### src/hw/cmrl_pkg.sv
// package for the clock manager reset and lock model
// assumes a single 100 MHz system clock drives every clocked process
package cmrl_pkg;

  // =========================================================
  // timing
  localparam int unsigned CLK_PERIOD_NS   = 10;
  localparam int unsigned RST_MIN_MS      = 200;
  localparam int unsigned RST_MIN_CYCLES  =
    (RST_MIN_MS * 1000000 + CLK_PERIOD_NS - 1) / CLK_PERIOD_NS;
  localparam int unsigned START_DELAY     = 4;
  localparam int unsigned SETTLE_CYCLES   = 64;
  localparam int unsigned SHIFT_CYCLES    = 16;
  localparam int unsigned PHASE_STEPS     = 8;

  // =========================================================
  // reset values
  localparam logic [31:0] COUNT_RST = 32'h0000_0000;
  localparam logic [2:0]  PHASE_RST = 3'h0;

  // =========================================================
  // settle sequence states, gray along the path
  typedef enum logic [1:0] {
    CMRL_HOLD   = 2'b00,
    CMRL_START  = 2'b01,
    CMRL_SETTLE = 2'b11,
    CMRL_LOCKED = 2'b10
  } cmrl_state_t;

  // =========================================================
  // output clock bundle
  typedef struct packed {
    logic zeroDegreeOutput;
    logic quarterPeriodOutput;
    logic halfPeriodOutput;
    logic doubleRateOutput;
  } cmrl_clocks_t;

endpackage : cmrl_pkg

### src/hw/cmrl_clock_manager.sv
// clock manager reset, settle and lock model with derived output clocks
// assumes inputReferenceClock and the reset pin come from outside clk
`timescale 1ns/1ns
module cmrl_clock_manager
  import cmrl_pkg::*;
#(
  parameter int unsigned SETTLE_LEN = SETTLE_CYCLES,
  parameter int unsigned SHIFT_LEN  = SHIFT_CYCLES
)(
  // system
  input  wire logic                  clk,
  input  wire logic                  resetn,
  // reference and control pins
  input  wire logic                  inputReferenceClock,
  input  wire logic                  managerResetPin,
  input  wire logic [2:0]            phaseOffset,
  // outputs
  output cmrl_pkg::cmrl_clocks_t     outClocks,
  output logic                       settled
);
  import cmrl_pkg::*;

  // =========================================================
  // synchronisers
  logic [1:0] refSync_reg, refSync_next;
  logic [1:0] rstSync_reg, rstSync_next;
  logic       refPrev_reg, refPrev_next;
  logic       refRise;
  logic       rstHeld;

  always_comb
  begin
    refSync_next = {refSync_reg[0], inputReferenceClock};
    rstSync_next = {rstSync_reg[0], managerResetPin};
    refPrev_next = refSync_reg[1];
  end

  always_ff @(posedge clk)
  begin
    if (!resetn)
    begin
      refSync_reg <= 2'h0;
      rstSync_reg <= 2'h3;
      refPrev_reg <= 1'h0;
    end
    else
    begin
      refSync_reg <= refSync_next;
      rstSync_reg <= rstSync_next;
      refPrev_reg <= refPrev_next;
    end
  end

  assign refRise = refSync_reg[1] & ~refPrev_reg;
  // the raw pin also forces outputs low at the next clk edge, without waiting for the synchroniser
  assign rstHeld = rstSync_reg[1] | managerResetPin;

  // =========================================================
  // settle sequence
  cmrl_state_t state_reg, state_next;
  logic [31:0] count_reg, count_next;
  logic        lock_reg,  lock_next;
  logic [2:0]  phase_reg, phase_next;

  always_comb
  begin
    state_next = state_reg;
    count_next = count_reg;
    lock_next  = 1'b0;
    phase_next = phase_reg;
    unique case (state_reg)
      CMRL_HOLD:
      begin
        count_next = COUNT_RST;
        if (!rstHeld)
          state_next = CMRL_START;
      end
      CMRL_START:
      begin
        if (refRise)
          count_next = count_reg + 32'h1;
        if (count_reg == 32'(START_DELAY))
        begin
          state_next = CMRL_SETTLE;
          count_next = COUNT_RST;
          phase_next = phaseOffset;
        end
      end
      CMRL_SETTLE:
      begin
        count_next = count_reg + 32'h1;
        // an offset needs extra time for shifted clocks to be ready
        if (count_reg >= 32'(SETTLE_LEN)
            + ((phase_reg != PHASE_RST) ? 32'(SHIFT_LEN) : 32'h0))
        begin
          state_next = CMRL_LOCKED;
          lock_next  = 1'b1;
        end
      end
      CMRL_LOCKED:
        lock_next = 1'b1;
    endcase
    if (rstHeld)
    begin
      state_next = CMRL_HOLD;
      lock_next  = 1'b0;
    end
  end

  always_ff @(posedge clk)
  begin
    if (!resetn)
    begin
      state_reg <= CMRL_HOLD;
      count_reg <= COUNT_RST;
      lock_reg  <= 1'b0;
      phase_reg <= PHASE_RST;
    end
    else
    begin
      state_reg <= state_next;
      count_reg <= count_next;
      lock_reg  <= lock_next;
      phase_reg <= phase_next;
    end
  end

  // =========================================================
  // output clock generation
  // one reference period is PHASE_STEPS clk cycles of phase counter;
  // tracking the reference edge keeps the right frequency
  logic [2:0]   ph_reg, ph_next;
  cmrl_clocks_t clk_reg, clk_next;
  logic [2:0]   shifted;

  // high during the first half of a reference period at the given phase
  function automatic logic inFirstHalf(input logic [2:0] ph);
    return ~ph[2];
  endfunction : inFirstHalf

  always_comb
  begin
    ph_next  = refRise ? 3'h0 : ph_reg + 3'h1;
    // one offset applies to every output so they stay mutually aligned
    shifted  = ph_reg - phase_reg;
    clk_next.zeroDegreeOutput    = inFirstHalf(shifted);
    clk_next.quarterPeriodOutput = inFirstHalf(shifted - 3'h2);
    clk_next.halfPeriodOutput    = ~inFirstHalf(shifted);
    clk_next.doubleRateOutput    = ~shifted[1];
    // start only on a period boundary so the first pulse is never a runt
    if (clk_reg == '0 && shifted != 3'h0)
      clk_next = '0;
    if (state_reg != CMRL_LOCKED || rstHeld)
      clk_next = '0;
  end

  always_ff @(posedge clk)
  begin
    if (!resetn)
    begin
      ph_reg  <= PHASE_RST;
      clk_reg <= '0;
    end
    else
    begin
      ph_reg  <= ph_next;
      clk_reg <= clk_next;
    end
  end

  assign outClocks = clk_reg;
  assign settled   = lock_reg;

endmodule : cmrl_clock_manager

### config.mk
export PLATFORM = sky130hd
export DESIGN_NAME = cmrl_clock_manager
export DESIGN_NICKNAME = d
export VERILOG_FILES = /design/src/hw/cmrl_pkg.sv /design/src/hw/cmrl_clock_manager.sv
export SDC_FILE = /design/constraint.sdc
export NUM_CORES = 1
export LEC_CHECK = 0
export ABC_CLOCK_PERIOD_IN_PS = 2440
export BUFFER_PORTS_ARGS = -buffer_cell sky130_fd_sc_hd__buf_2
export CORE_MARGIN = 2
export CORE_UTILIZATION = 30
export CTS_BUF_LIST = sky130_fd_sc_hd__clkbuf_8 sky130_fd_sc_hd__clkbuf_16
export CTS_CLUSTER_SIZE = 24
export DETAILED_ROUTE_END_ITERATION = 8
export HOLD_SLACK_MARGIN = 0.02
export PLACE_DENSITY_LB_ADDON = 0.25
export SYNTH_ARGS = -nofsm -noshare
export SYNTH_HDL_FRONTEND = slang
export SYNTH_SLANG_ARGS = --single-unit
### constraint.sdc
create_clock -name clk -period 2.44 [get_ports clk]
set_clock_uncertainty 0.15 [all_clocks]
set_input_delay 0.122 -clock clk [delete_from_list [all_inputs] [get_ports clk]]
set_output_delay 0.122 -clock clk [all_outputs]
set_load 0.03 [all_outputs]
Yosys cells after proc, flatten, opt, wreduce, memory -nomap -nowiden
Cells that the tools add are included.
{"block": "word_totals", "ff_bits": 50, "latchBits": 0, "ramBits": 0, "rom_bits": 0, "inputBits": 7, "n_memories": 0}
{"block": "op_classes", "addsub": 5, "mul": 0, "n_div": 0, "n_lt_le_gt_ge": 1, "n_eq_ne": 8, "n_shift": 0, "muxes": 9, "bitwise_logic": 7, "reduce_logical": 13}
{"op": "$pmux W32 S3", "count": 1}
{"op": "$mux W32", "count": 2}
{"op": "$add A32 B1 Y32 const B", "count": 1}
{"op": "$eq A32 B3 Y1 const B", "count": 1}
{"op": "$ge A32 B8 Y1", "count": 1}
{"op": "$reduce_bool A3 Y1", "count": 3}
{"op": "$add A7 B5 Y8 const A", "count": 1}
{"op": "$ne A2 B2 Y1 const B", "count": 3}
{"op": "$pmux W2 S3", "count": 1}
{"op": "$mux W5", "count": 1}
{"op": "$not A1 Y1", "count": 5}
{"op": "$eq A2 B2 Y1 const B", "count": 2}
{"op": "$logic_not A4 Y1", "count": 1}
{"op": "$mux W2", "count": 2}
{"op": "$reduce_and A2 Y1", "count": 2}
{"op": "$reduce_or A2 Y1", "count": 2}
{"op": "$add A3 B1 Y3 const B", "count": 1}
{"op": "$ne A3 B3 Y1 const B", "count": 1}
{"op": "$reduce_and A3 Y1", "count": 1}
{"op": "$reduce_or A3 Y1", "count": 1}
{"op": "$sub A3 B2 Y3 const B", "count": 1}
{"op": "$sub A3 B3 Y3", "count": 1}
{"op": "$eq A2 B1 Y1 const B", "count": 1}
{"op": "$logic_not A2 Y1", "count": 1}
{"op": "other kinds (6)", "count": 6}

Depth between registers and ports, before layout
Gate-level depths: netlist of the first run.
{"block": "depth", "ltp_word": 6, "mapped_depth": 9}

Least setup slack after synthesis of the first run
OpenSTA, ideal clock, no wires.
{"block": "synth_path", "kind": "register to register", "from": "reg count_reg[0]", "to": "reg count_reg[31]", "setup_ns": 0.115, "t_arrival_ns": 2.119, "path_slack_ns": 0.056, "path_stages_with_launch": 10, "synth_period_minus_slack_ns": 2.384, "path_cell_list": "dfxtp_1 inv_1 ha_1 nor4b_1 and4_1 a21oi_1 clkbuf_1 clkbuf_1 nor3_1 o21ba_2"}
{"block": "synth_between", "elab_chain_len": 4, "word_cells_on_any_way": 7, "classes_between": "add/sub (1); eq/ne (2); mux (3); reduce/logical (1)"}
{"element": "start, declared", "line": "cmrl_clock_manager.sv:61", "rtl": "logic [31:0] count_reg, count_next;"}
{"element": "start signal, assigned", "line": "cmrl_clock_manager.sv:122", "rtl": "count_reg <= count_next;"}
{"element": "$add A32 B1 Y32", "line": "cmrl_clock_manager.sv:81, cmrl_clock_manager.sv:91"}
{"element": "$mux W32", "line": "cmrl_clock_manager.sv:80", "rtl": "if (refRise)"}
{"element": "$mux W32", "line": "cmrl_clock_manager.sv:82", "rtl": "if (count_reg == 32'(START_DELAY))"}
{"element": "$pmux W32 S3", "line": "cmrl_clock_manager.sv:71", "rtl": "unique case (state_reg)"}
Several ways; a longest one is shown, not always the timed one. The select of a mux whose other input is x is not followed.
A chain may end at the register's enable or synchronous reset.

Worst setup path after layout of the first run
{"block": "layout_path", "from": "reg count_reg[0]", "to": "reg count_reg[18]"}
The elaborated chain is that of the path after synthesis.

==> results of run 1 <==
worst register-to-register path, cell delays in order, from the launching register on:
cell     delay, ps
dfxtp_1        350
inv_2           90
ha_2           190
nor4b_2        190
and4_4         270
a21oi_4        130
buf_12         180
or4_1          530
a21oi_2        160
stage by stage:
step / instances / power (W)
final: 435 / 0.001385
after global routing: 435 / 0.001448
after CTS: 435 / 0.001400
after detailed placement: 420 / 0.0008902
after global placement: 420 / 0.0008896
after floorplan: 292 / 0.0008731
routing by layer:
layer,share of wire (%),global-route usage [%]
met5,0,0
met4,1.1,3.865
met3,2.2,2.451
met2,47,22.93
met1,50,19.35
synthesized netlist by cell type, types with 4 or more instances:
cell type  instances
dfxtp_1           50
a21oi_1           34
o31ai_1           23
or4_1             23
nand2_1           18
nand3_1           14
nor2_1            13
clkbuf_1          12
nand4_1           10
inv_1              9
o21ai_0            9
or3_1              8
nor4_1             7
nor3_1             6
ha_1               5
nand2b_1           5
nor2b_1            5
and2_1             4
mux2i_1            4
logic make-up (layout without fill, tap and decap cells):
logic type      Yosys count  count (layout)  synth area share (%)
fa+ha+maj                 6               6                 3.322
buf+inv                  25              63                 4.177
flops                    50              50                 40.26
simple gates            130             130                 31.35
compound gates           73              73                 17.87
xor+xnor                  4               4                 1.409
mux                       4               4                 1.611
layout make-up:
type,instances,area [µm²]
inverter,9,33.78
tap,105,131.4
clock buffer,6,82.58
timing repair buffer,46,385.4
sequential,50,1001
multi-input combinational,217,1449
fill,830,5042
clock inverter,2,8.758
report_power, final:
part	leakage [nW]	internal, W	switching (W)	total [W]
sequential	0.404	0.000823	0.00000408	0.000827
combinational	0.507	0.0000282	0.0000242	0.0000524
clock	0.0524	0.000225	0.000280	0.000505
what timing repair did:
item,in CTS,in global routing
gates resized for setup,2,11
pin swaps,0,1
endpoints found under the setup margin,3,23
hold buffers,7,0
hold endpoints to repair,6,0
how the worst min path moves through the flow:
stage,start,cells past startpoint,endpoint
4_1_cts,rstSync_reg[0],1,rstSync_reg[1]
5_1_grt,rstSync_reg[0],1,rstSync_reg[1]
2_1_floorplan,resetn,1,rstSync_reg[1]
3_5_place_dp,inputReferenceClock,2,refSync_reg[0]
6_report,rstSync_reg[0],1,rstSync_reg[1]
3_3_place_gp,managerResetPin,2,rstSync_reg[0]
==> impl_metrics.toml, run 1 <==
[status]
status = "completed"

[floorplan]
die_w_um = 95.04
start_util_pct = 30.56
num_rows = 33
coreArea_um2 = 8134
dieArea_um2 = 9032
io_pins = 12
fp.dieH_um = 95.04

[global_route]
grtUsageTotal_pct = 14.12
grt_max_degree = 23
grt_first_pass_wirelength_mm = 10.23
grt_pass1_vias = 2198
grt_overflow = 0
antenna_found_initial = 0

[cells_and_area]
final_nets = 342
diodes = 0
area_delta_synth_final_pct = 24.36
final_cell_mix = "50 x dfxtp_1, 30 x a21oi_1, 24 x buf_4"
layout_commonest_cell = "dfxtp_1"
utilization_pct = 38.01
final_cell_area_um2 = 3092
largest_reg_flops = 32
layout-drive-gt1-share_pct = 20.61

[pwr]
vdd_ir_drop_max_v = 0.0001856
power_leakage_nw = 0.9639
power_density_nw_per_um2 = 447.9

[yosys]
seq_area_frac_synth_pct = 40.26
ys_ff_latch = 50
syn_area_per_cell_um2 = 8.514
syn_inst = 292
yosys.area.top_type_share_pct = 40.26
synthArstFlopShare_pct = 0
synth_cell_type_count = 40
synth_top_cell_by_area = "dfxtp_1"
synth_ff_type = "dfxtp_1"
synth_edf_count = 0
synth_warnings = 0
syn_nets = 305
synth_area_leaders = "dfxtp_1 40%, o31ai_1 6.9%, or4_1 6.9%"
netlist_area_um2 = 2486

[sta]
setup_viol = 0
tightest_slew_ps = 536.3
drv_slew = 0
finalHoldViolCount = 0
layout_setup_ws_ps = 139.8
post-route-period-util_pct = 94.27
setup_tns_ps = 0
whs_ps = 278.3
rsz0062_at_grt = "no"
fmax_ghz = 0.4347
max-slew-margin-rel_pct = 64.17
fin_crit_ps = 2300

[setup_path]
crit_buf_inv = 2
cp_data_required_time_ps = 2530
reg2reg_depth = 8
crit_cells = 8
worstSetupStartpointType = "flop"
crit_slowest_cell = "or4_1"
critPathKind = "flop to flop"
crit_end = "count_reg[18]"
crit_path_cell_trace = "inv_2 -> ha_2 -> nor4b_2 -> and4_4 -> a21oi_4 -> buf_12 -> or4_1 -> a21oi_2"
max_stage_delay_ps = 520
cp_top_family = "simple AND/OR/NAND/NOR gates"
arrival_ps = 2390
rr_endpoint = "count_reg[18]"
path_max_fanout = 16
reg2reg_from = "count_reg[0]"
r2r_setup_slack_ps = 140
end_kind = "flop"
crit_start = "count_reg[0]"

[detailed_routing]
drt_pass1_iterations = 4
wl_per_cell_um = 13.77
drtIter0Drc = 98
vias = 2332
drc = 0
wirelength_mm = 5.989
ant_nets = 0
viasPerCell = 5.361

[placement]
gp_congestion = 0.7671
dp_worst_setup_slack_ps = 9.224
portBuffers = 11
place_hpwl_mm = 4.255
place_area_um2 = 2878

[flow_run]
drv_cap = 0

[cts]
cts_setup_buffers = 0
clk_path_buf_depth = 2
clk_pin_slew_ps = 90
numCtsBuffers = 5
insertion_delay_ps = 300
clock_sinks = 50
cts-root-buf = "clkbuf_8"
cts-htree-levels = 2
cts_tree = "yes"

[hold_path]
hold_path_class = "flop to flop"
(Power assumes the default switching activity.)
==> run 2: changes to the inputs <==
--- a/config.mk
+++ b/config.mk
@@ -6,12 +6,12 @@
 export NUM_CORES = 1
 export LEC_CHECK = 0
 export ABC_CLOCK_PERIOD_IN_PS = 2440
-export BUFFER_PORTS_ARGS = -buffer_cell sky130_fd_sc_hd__buf_2
 export CORE_MARGIN = 2
 export CORE_UTILIZATION = 30
 export CTS_BUF_LIST = sky130_fd_sc_hd__clkbuf_8 sky130_fd_sc_hd__clkbuf_16
 export CTS_CLUSTER_SIZE = 24
 export DETAILED_ROUTE_END_ITERATION = 8
+export DONT_BUFFER_PORTS = 1
 export HOLD_SLACK_MARGIN = 0.02
 export PLACE_DENSITY_LB_ADDON = 0.25
 export SYNTH_ARGS = -nofsm -noshare
==> run 2 against run 1 <==
Setup slack worse by 28 ps; via count down 3.7%; final area down 2.2%; critical path depth down 2.
==> impl_metrics.toml, run 2 (synthesis results as in run 1) <==
[sta]
setup_viol = 0
fmax_ghz = 0.4295
finalHoldViolCount = 0
tightest_slew_ps = 523.1
post-route-period-util_pct = 95.42
drv_slew = 0
max-slew-margin-rel_pct = 65.01
fin_crit_ps = 2328

[placement]
place_hpwl_mm = 4.310
place_area_um2 = 2785
portBuffers = 0
placed_cells = 409
gp_congestion = 0.7554

[pwr]
power.total_w = 0.001466
power_leakage_nw = 0.9236
vdd_ir_drop_max_v = 0.0002161
power_density_nw_per_um2 = 485.0

[cts]
insertion_delay_ps = 300
cts_tree = "yes"
clock_sinks = 50
cts-htree-levels = 2
clk_path_buf_depth = 2
clk_pin_slew_ps = 100
numCtsBuffers = 5
cts_setup_buffers = 0
cts-root-buf = "clkbuf_8"

[floorplan]
io_pins = 12
coreArea_um2 = 8134
dieArea_um2 = 9032
die_w_um = 95.04
start_util_pct = 30.56
num_rows = 33
fp.dieH_um = 95.04

[global_route]
grt_overflow = 0
grtUsageTotal_pct = 14.06
grt_pass1_vias = 2117
grt_first_pass_wirelength_mm = 10.14
grt_max_degree = 29
antenna_found_initial = 0

[cells_and_area]
area_delta_synth_final_pct = 21.59
final_nets = 330
multiInputGateArea_um2 = 1454
final_cell_mix = "47 x dfxtp_1, 33 x a21oi_1, 26 x buf_4"
final_cell_count_no_fill = 423
diodes = 0
fill_cells = 839
layout_commonest_cell = "dfxtp_1"
largest_reg_flops = 32
layout-drive-gt1-share_pct = 18.87
regArea_um2 = 1005
final_cell_area_um2 = 3023

[detailed_routing]
drtIter0Drc = 87
drc = 0
ant_nets = 0
viasPerCell = 5.310
wl_per_cell_um = 13.94
vias = 2246
wirelength_mm = 5.895
drt_pass1_iterations = 4

[status]
status = "completed"

[setup_path]
cp_data_required_time_ps = 2520
critPathKind = "flop to flop"
worstSetupStartpointType = "flop"
arrival_ps = 2410
end_kind = "flop"
r2r_setup_slack_ps = 110
path_max_fanout = 15

[flow_run]
drv_cap = 0

[hold_path]
hold_path_class = "flop to flop"
run 2: cell type report:
cell class | count | share of cell area, %
Clock buffer | 5 | 2.276
Clock inverter | 3 | 1.449
Inverter | 9 | 1.118
Multi-Input combinational cell | 217 | 48.10
Sequential cell | 50 | 33.24
Tap cell | 105 | 4.346
Timing Repair Buffer | 34 | 9.478
run 2: metrics by stage:
stage	hold slack [ps]	util, %	TNS [ps]	setup slack, ps
2_1_floorplan	45.04	-	0	56.00
3_3_place_gp	51.03	34.24	0	51.88
3_5_place_dp	65.19	34.24	0	22.66
4_1_cts	277.3	36.44	0	19.00
5_1_grt	281.6	37.16	-3.999	-3.823
6_report	273.9	37.16	0	111.8
run 2: layer usage:
layer	routed length, µm	track usage, %	vias up
li1	-	-	1163
met2	2717	21.87	17
met3	131	2.451	8
met4	79	3.986	0
met5	0	0	-
met1	2966	20.02	1058
run 2: critical path, cell delays in order, from the launching register on:
cell     delay, ps
dfxtp_1        370
nor4_1         410
and4_2         350
a21oi_4        140
buf_4          190
or4_1          500
a21oi_1        150
run 2: worst paths after layout:
kind / depth (start not counted) / end / start
setup / recovery: 6 / count_reg[5] / count_reg[19]
hold / removal: 1 / rstSync_reg[1] / rstSync_reg[0]
setup reg to reg: 6 / count_reg[5] / count_reg[19]
hold reg to reg: 1 / rstSync_reg[1] / rstSync_reg[0]
run 2: power breakdown:
part	total, W	internal [W]	leakage [nW]	switching (W)
clock	0.000594	0.000308	0.0585	0.000286
sequential	0.000828	0.000823	0.406	0.00000476
combinational	0.0000445	0.0000227	0.459	0.0000218
total	0.00147	0.00115	0.924	0.000313
run 2: what timing repair did:
action / CTS / global route
gates resized for setup: 1 / 16
cloned: 0 / 0
pin swaps: 0 / 1
setup endpoints to repair: 8 / 26
hold buffers: 6 / 0
hold endpoints to repair: 24 / 0
==> run 3: changes to the inputs <==
--- a/config.mk
+++ b/config.mk
@@ -5,9 +5,9 @@
 export SDC_FILE = /design/constraint.sdc
 export NUM_CORES = 1
 export LEC_CHECK = 0
-export ABC_CLOCK_PERIOD_IN_PS = 2440
+export ABC_CLOCK_PERIOD_IN_PS = 2800
 export CORE_MARGIN = 2
-export CORE_UTILIZATION = 30
+export CORE_UTILIZATION = 50
 export CTS_BUF_LIST = sky130_fd_sc_hd__clkbuf_8 sky130_fd_sc_hd__clkbuf_16
 export CTS_CLUSTER_SIZE = 24
 export DETAILED_ROUTE_END_ITERATION = 8
==> constraint.sdc (replaced) <==
create_clock -name clk -period 2.8 [get_ports clk]
set_clock_uncertainty 0.15 [all_clocks]
set_input_delay 0.14 -clock clk [delete_from_list [all_inputs] [get_ports clk]]
set_output_delay 0.14 -clock clk [all_outputs]
set_load 0.03 [all_outputs]
==> run 3 against run 2 <==
Register-to-register slack improved by 130 ps; die area decreased by 39%; final cell count decreased by 14%; wire length decreased by 12%; combinational power decreased by 17%; flip-flop and latch count unchanged; maximum frequency decreased by 8.8%; sequential share of layout area increased by 2.8 points.
==> impl_metrics.toml, run 3 (synthesis results as in run 1) <==
[floorplan]
die_w_um = 74.52
dieArea_um2 = 5552
num_rows = 25
start_util_pct = 52.29
fp.dieH_um = 74.52
io_pins = 12
coreArea_um2 = 4755

[placement]
gp_congestion = 0.7748
place_hpwl_mm = 3.478
portBuffers = 0

[cells_and_area]
final_cell_mix = "50 x dfxtp_1, 33 x a21oi_1, 23 x o31ai_1, 23 x or4_1, 18 x nand2_1"
diodes = 0
largest_reg_flops = 32
fill_cells = 449
layout-drive-gt1-share_pct = 9.060
multiInputGateArea_um2 = 1401
layout_commonest_cell = "dfxtp_1"
regArea_um2 = 1001
utilization_pct = 58.42
area_delta_synth_final_pct = 11.73
final_nets = 310

[global_route]
grt_overflow = 0
grtUsageTotal_pct = 20.06
antenna_found_initial = 0
grt_max_degree = 31
met3_usage_pct = 3.794
met1_usage_pct = 28.05
grt_pass1_vias = 1894
grt_util_met2_pct = 30.88
top_usage_layer = "met2"
grt_first_pass_wirelength_mm = 8.700

[status]
status = "completed"

[detailed_routing]
viasPerCell = 6.093
wl_per_cell_um = 14.22
drc = 0
ant_nets = 0
wirelength_mm = 5.191
drtIter0Drc = 146
drt_pass1_iterations = 4
vias = 2224

[sta]
tightest_slew_ps = 618.7
max-slew-margin-rel_pct = 58.66
rsz0062_at_grt = "no"
finalHoldViolCount = 0
setup_tns_ps = 0
drv_slew = 0
post-route-period-util_pct = 91.19
fin_crit_ps = 2553
setup_viol = 0
fmax_ghz = 0.3917

[setup_path]
path_max_fanout = 25
crit_slowest_cell = "or4_1"
arrival_ps = 2640
cp_data_required_time_ps = 2880
crit_buf_inv = 2
end_kind = "flop"
worstSetupStartpointType = "flop"
critPathKind = "flop to flop"
max_stage_delay_ps = 490
cp_top_family = "simple AND/OR/NAND/NOR gates"
crit_path_cell_trace = "inv_1 -> ha_1 -> nor4b_1 -> and4_1 -> a21oi_4 -> buf_12 -> or4_1 -> a21oi_1"

[cts]
numCtsBuffers = 5
cts-htree-levels = 2
clock_sinks = 50
insertion_delay_ps = 310
clk_path_buf_depth = 2
cts_tree = "yes"
clk_pin_slew_ps = 90
cts-root-buf = "clkbuf_8"

[pwr]
vdd_ir_drop_max_v = 0.0002380
power_leakage_nw = 0.8013
power_density_nw_per_um2 = 457.6

[hold_path]
hold_path_class = "input port to flop"

[flow_run]
drv_cap = 0
run 3: changes by cell type in the layout (fill, tap and decap cells not counted), moves of 3 or more:
cell	previous run	this run
dfxtp_2	3	0
dfxtp_1	47	50
nor4_2	4	0
nor4_1	3	7
buf_4	26	6
run 3: path summary, 6_finish.rpt:
path / from / end / slack, ps / depth (start not counted)
min reg2reg: rstSync_reg[0] / rstSync_reg[1] / 270 / 1
min: resetn / count_reg[19] / 20 / 3
max: count_reg[0] / count_reg[10] / 250 / 8
max reg2reg: count_reg[0] / count_reg[10] / 250 / 8
run 3: worst min-delay path, stage by stage:
cell	delay, ps
o21ai_2	60
buf_12	180
a21oi_1	50
run 3: final cells by class:
| type | instances | area share (%) |
|---|---|---|
| Inverter | 9 | 1.216 |
| Multi-Input combinational cell | 217 | 50.45 |
| Sequential cell | 50 | 36.04 |
| Clock inverter | 3 | 1.577 |
| Clock buffer | 5 | 2.477 |
| Tap cell | 67 | 3.018 |
| Timing Repair Buffer | 14 | 5.225 |
run 3: per-layer routing:
metal | share of wire [%] | vias to the layer above
met5 | 0 | -
met1 | 49 | 1059
li1 | - | 1119
met3 | 3.4 | 9
met2 | 46 | 37
met4 | 1.7 | 0
run 3: repair_timing:
| action | in CTS | in global routing |
|---|---|---|
| setup buffers | 0 | 0 |
| gates resized for setup | 0 | 1 |
| hold endpoints to repair | 16 | 0 |
| setup endpoints to repair | 0 | 1 |
| hold buffers | 6 | 0 |
run 3: metrics by stage:
step,total power [W],instances,setup WS [ps],hold WS (ps),instance area (µm²)
after detailed placement,0.0007667,351,243.5,77.22,2600
after global placement,0.0007657,351,294.8,70.10,2600
final,0.001271,365,246.7,21.91,2778
after floorplan,0.0007608,292,416.0,63.04,2486
after CTS,0.001283,365,210.6,20.48,2773
after global routing,0.001314,365,108.1,39.27,2778
run 3: report_power, final:
part | internal, W | total [W] | switching [W]
Sequential | 0.000717 | 0.000722 | 0.00000428
Clock | 0.000268 | 0.000513 | 0.000245
Combinational | 0.0000192 | 0.0000369 | 0.0000177
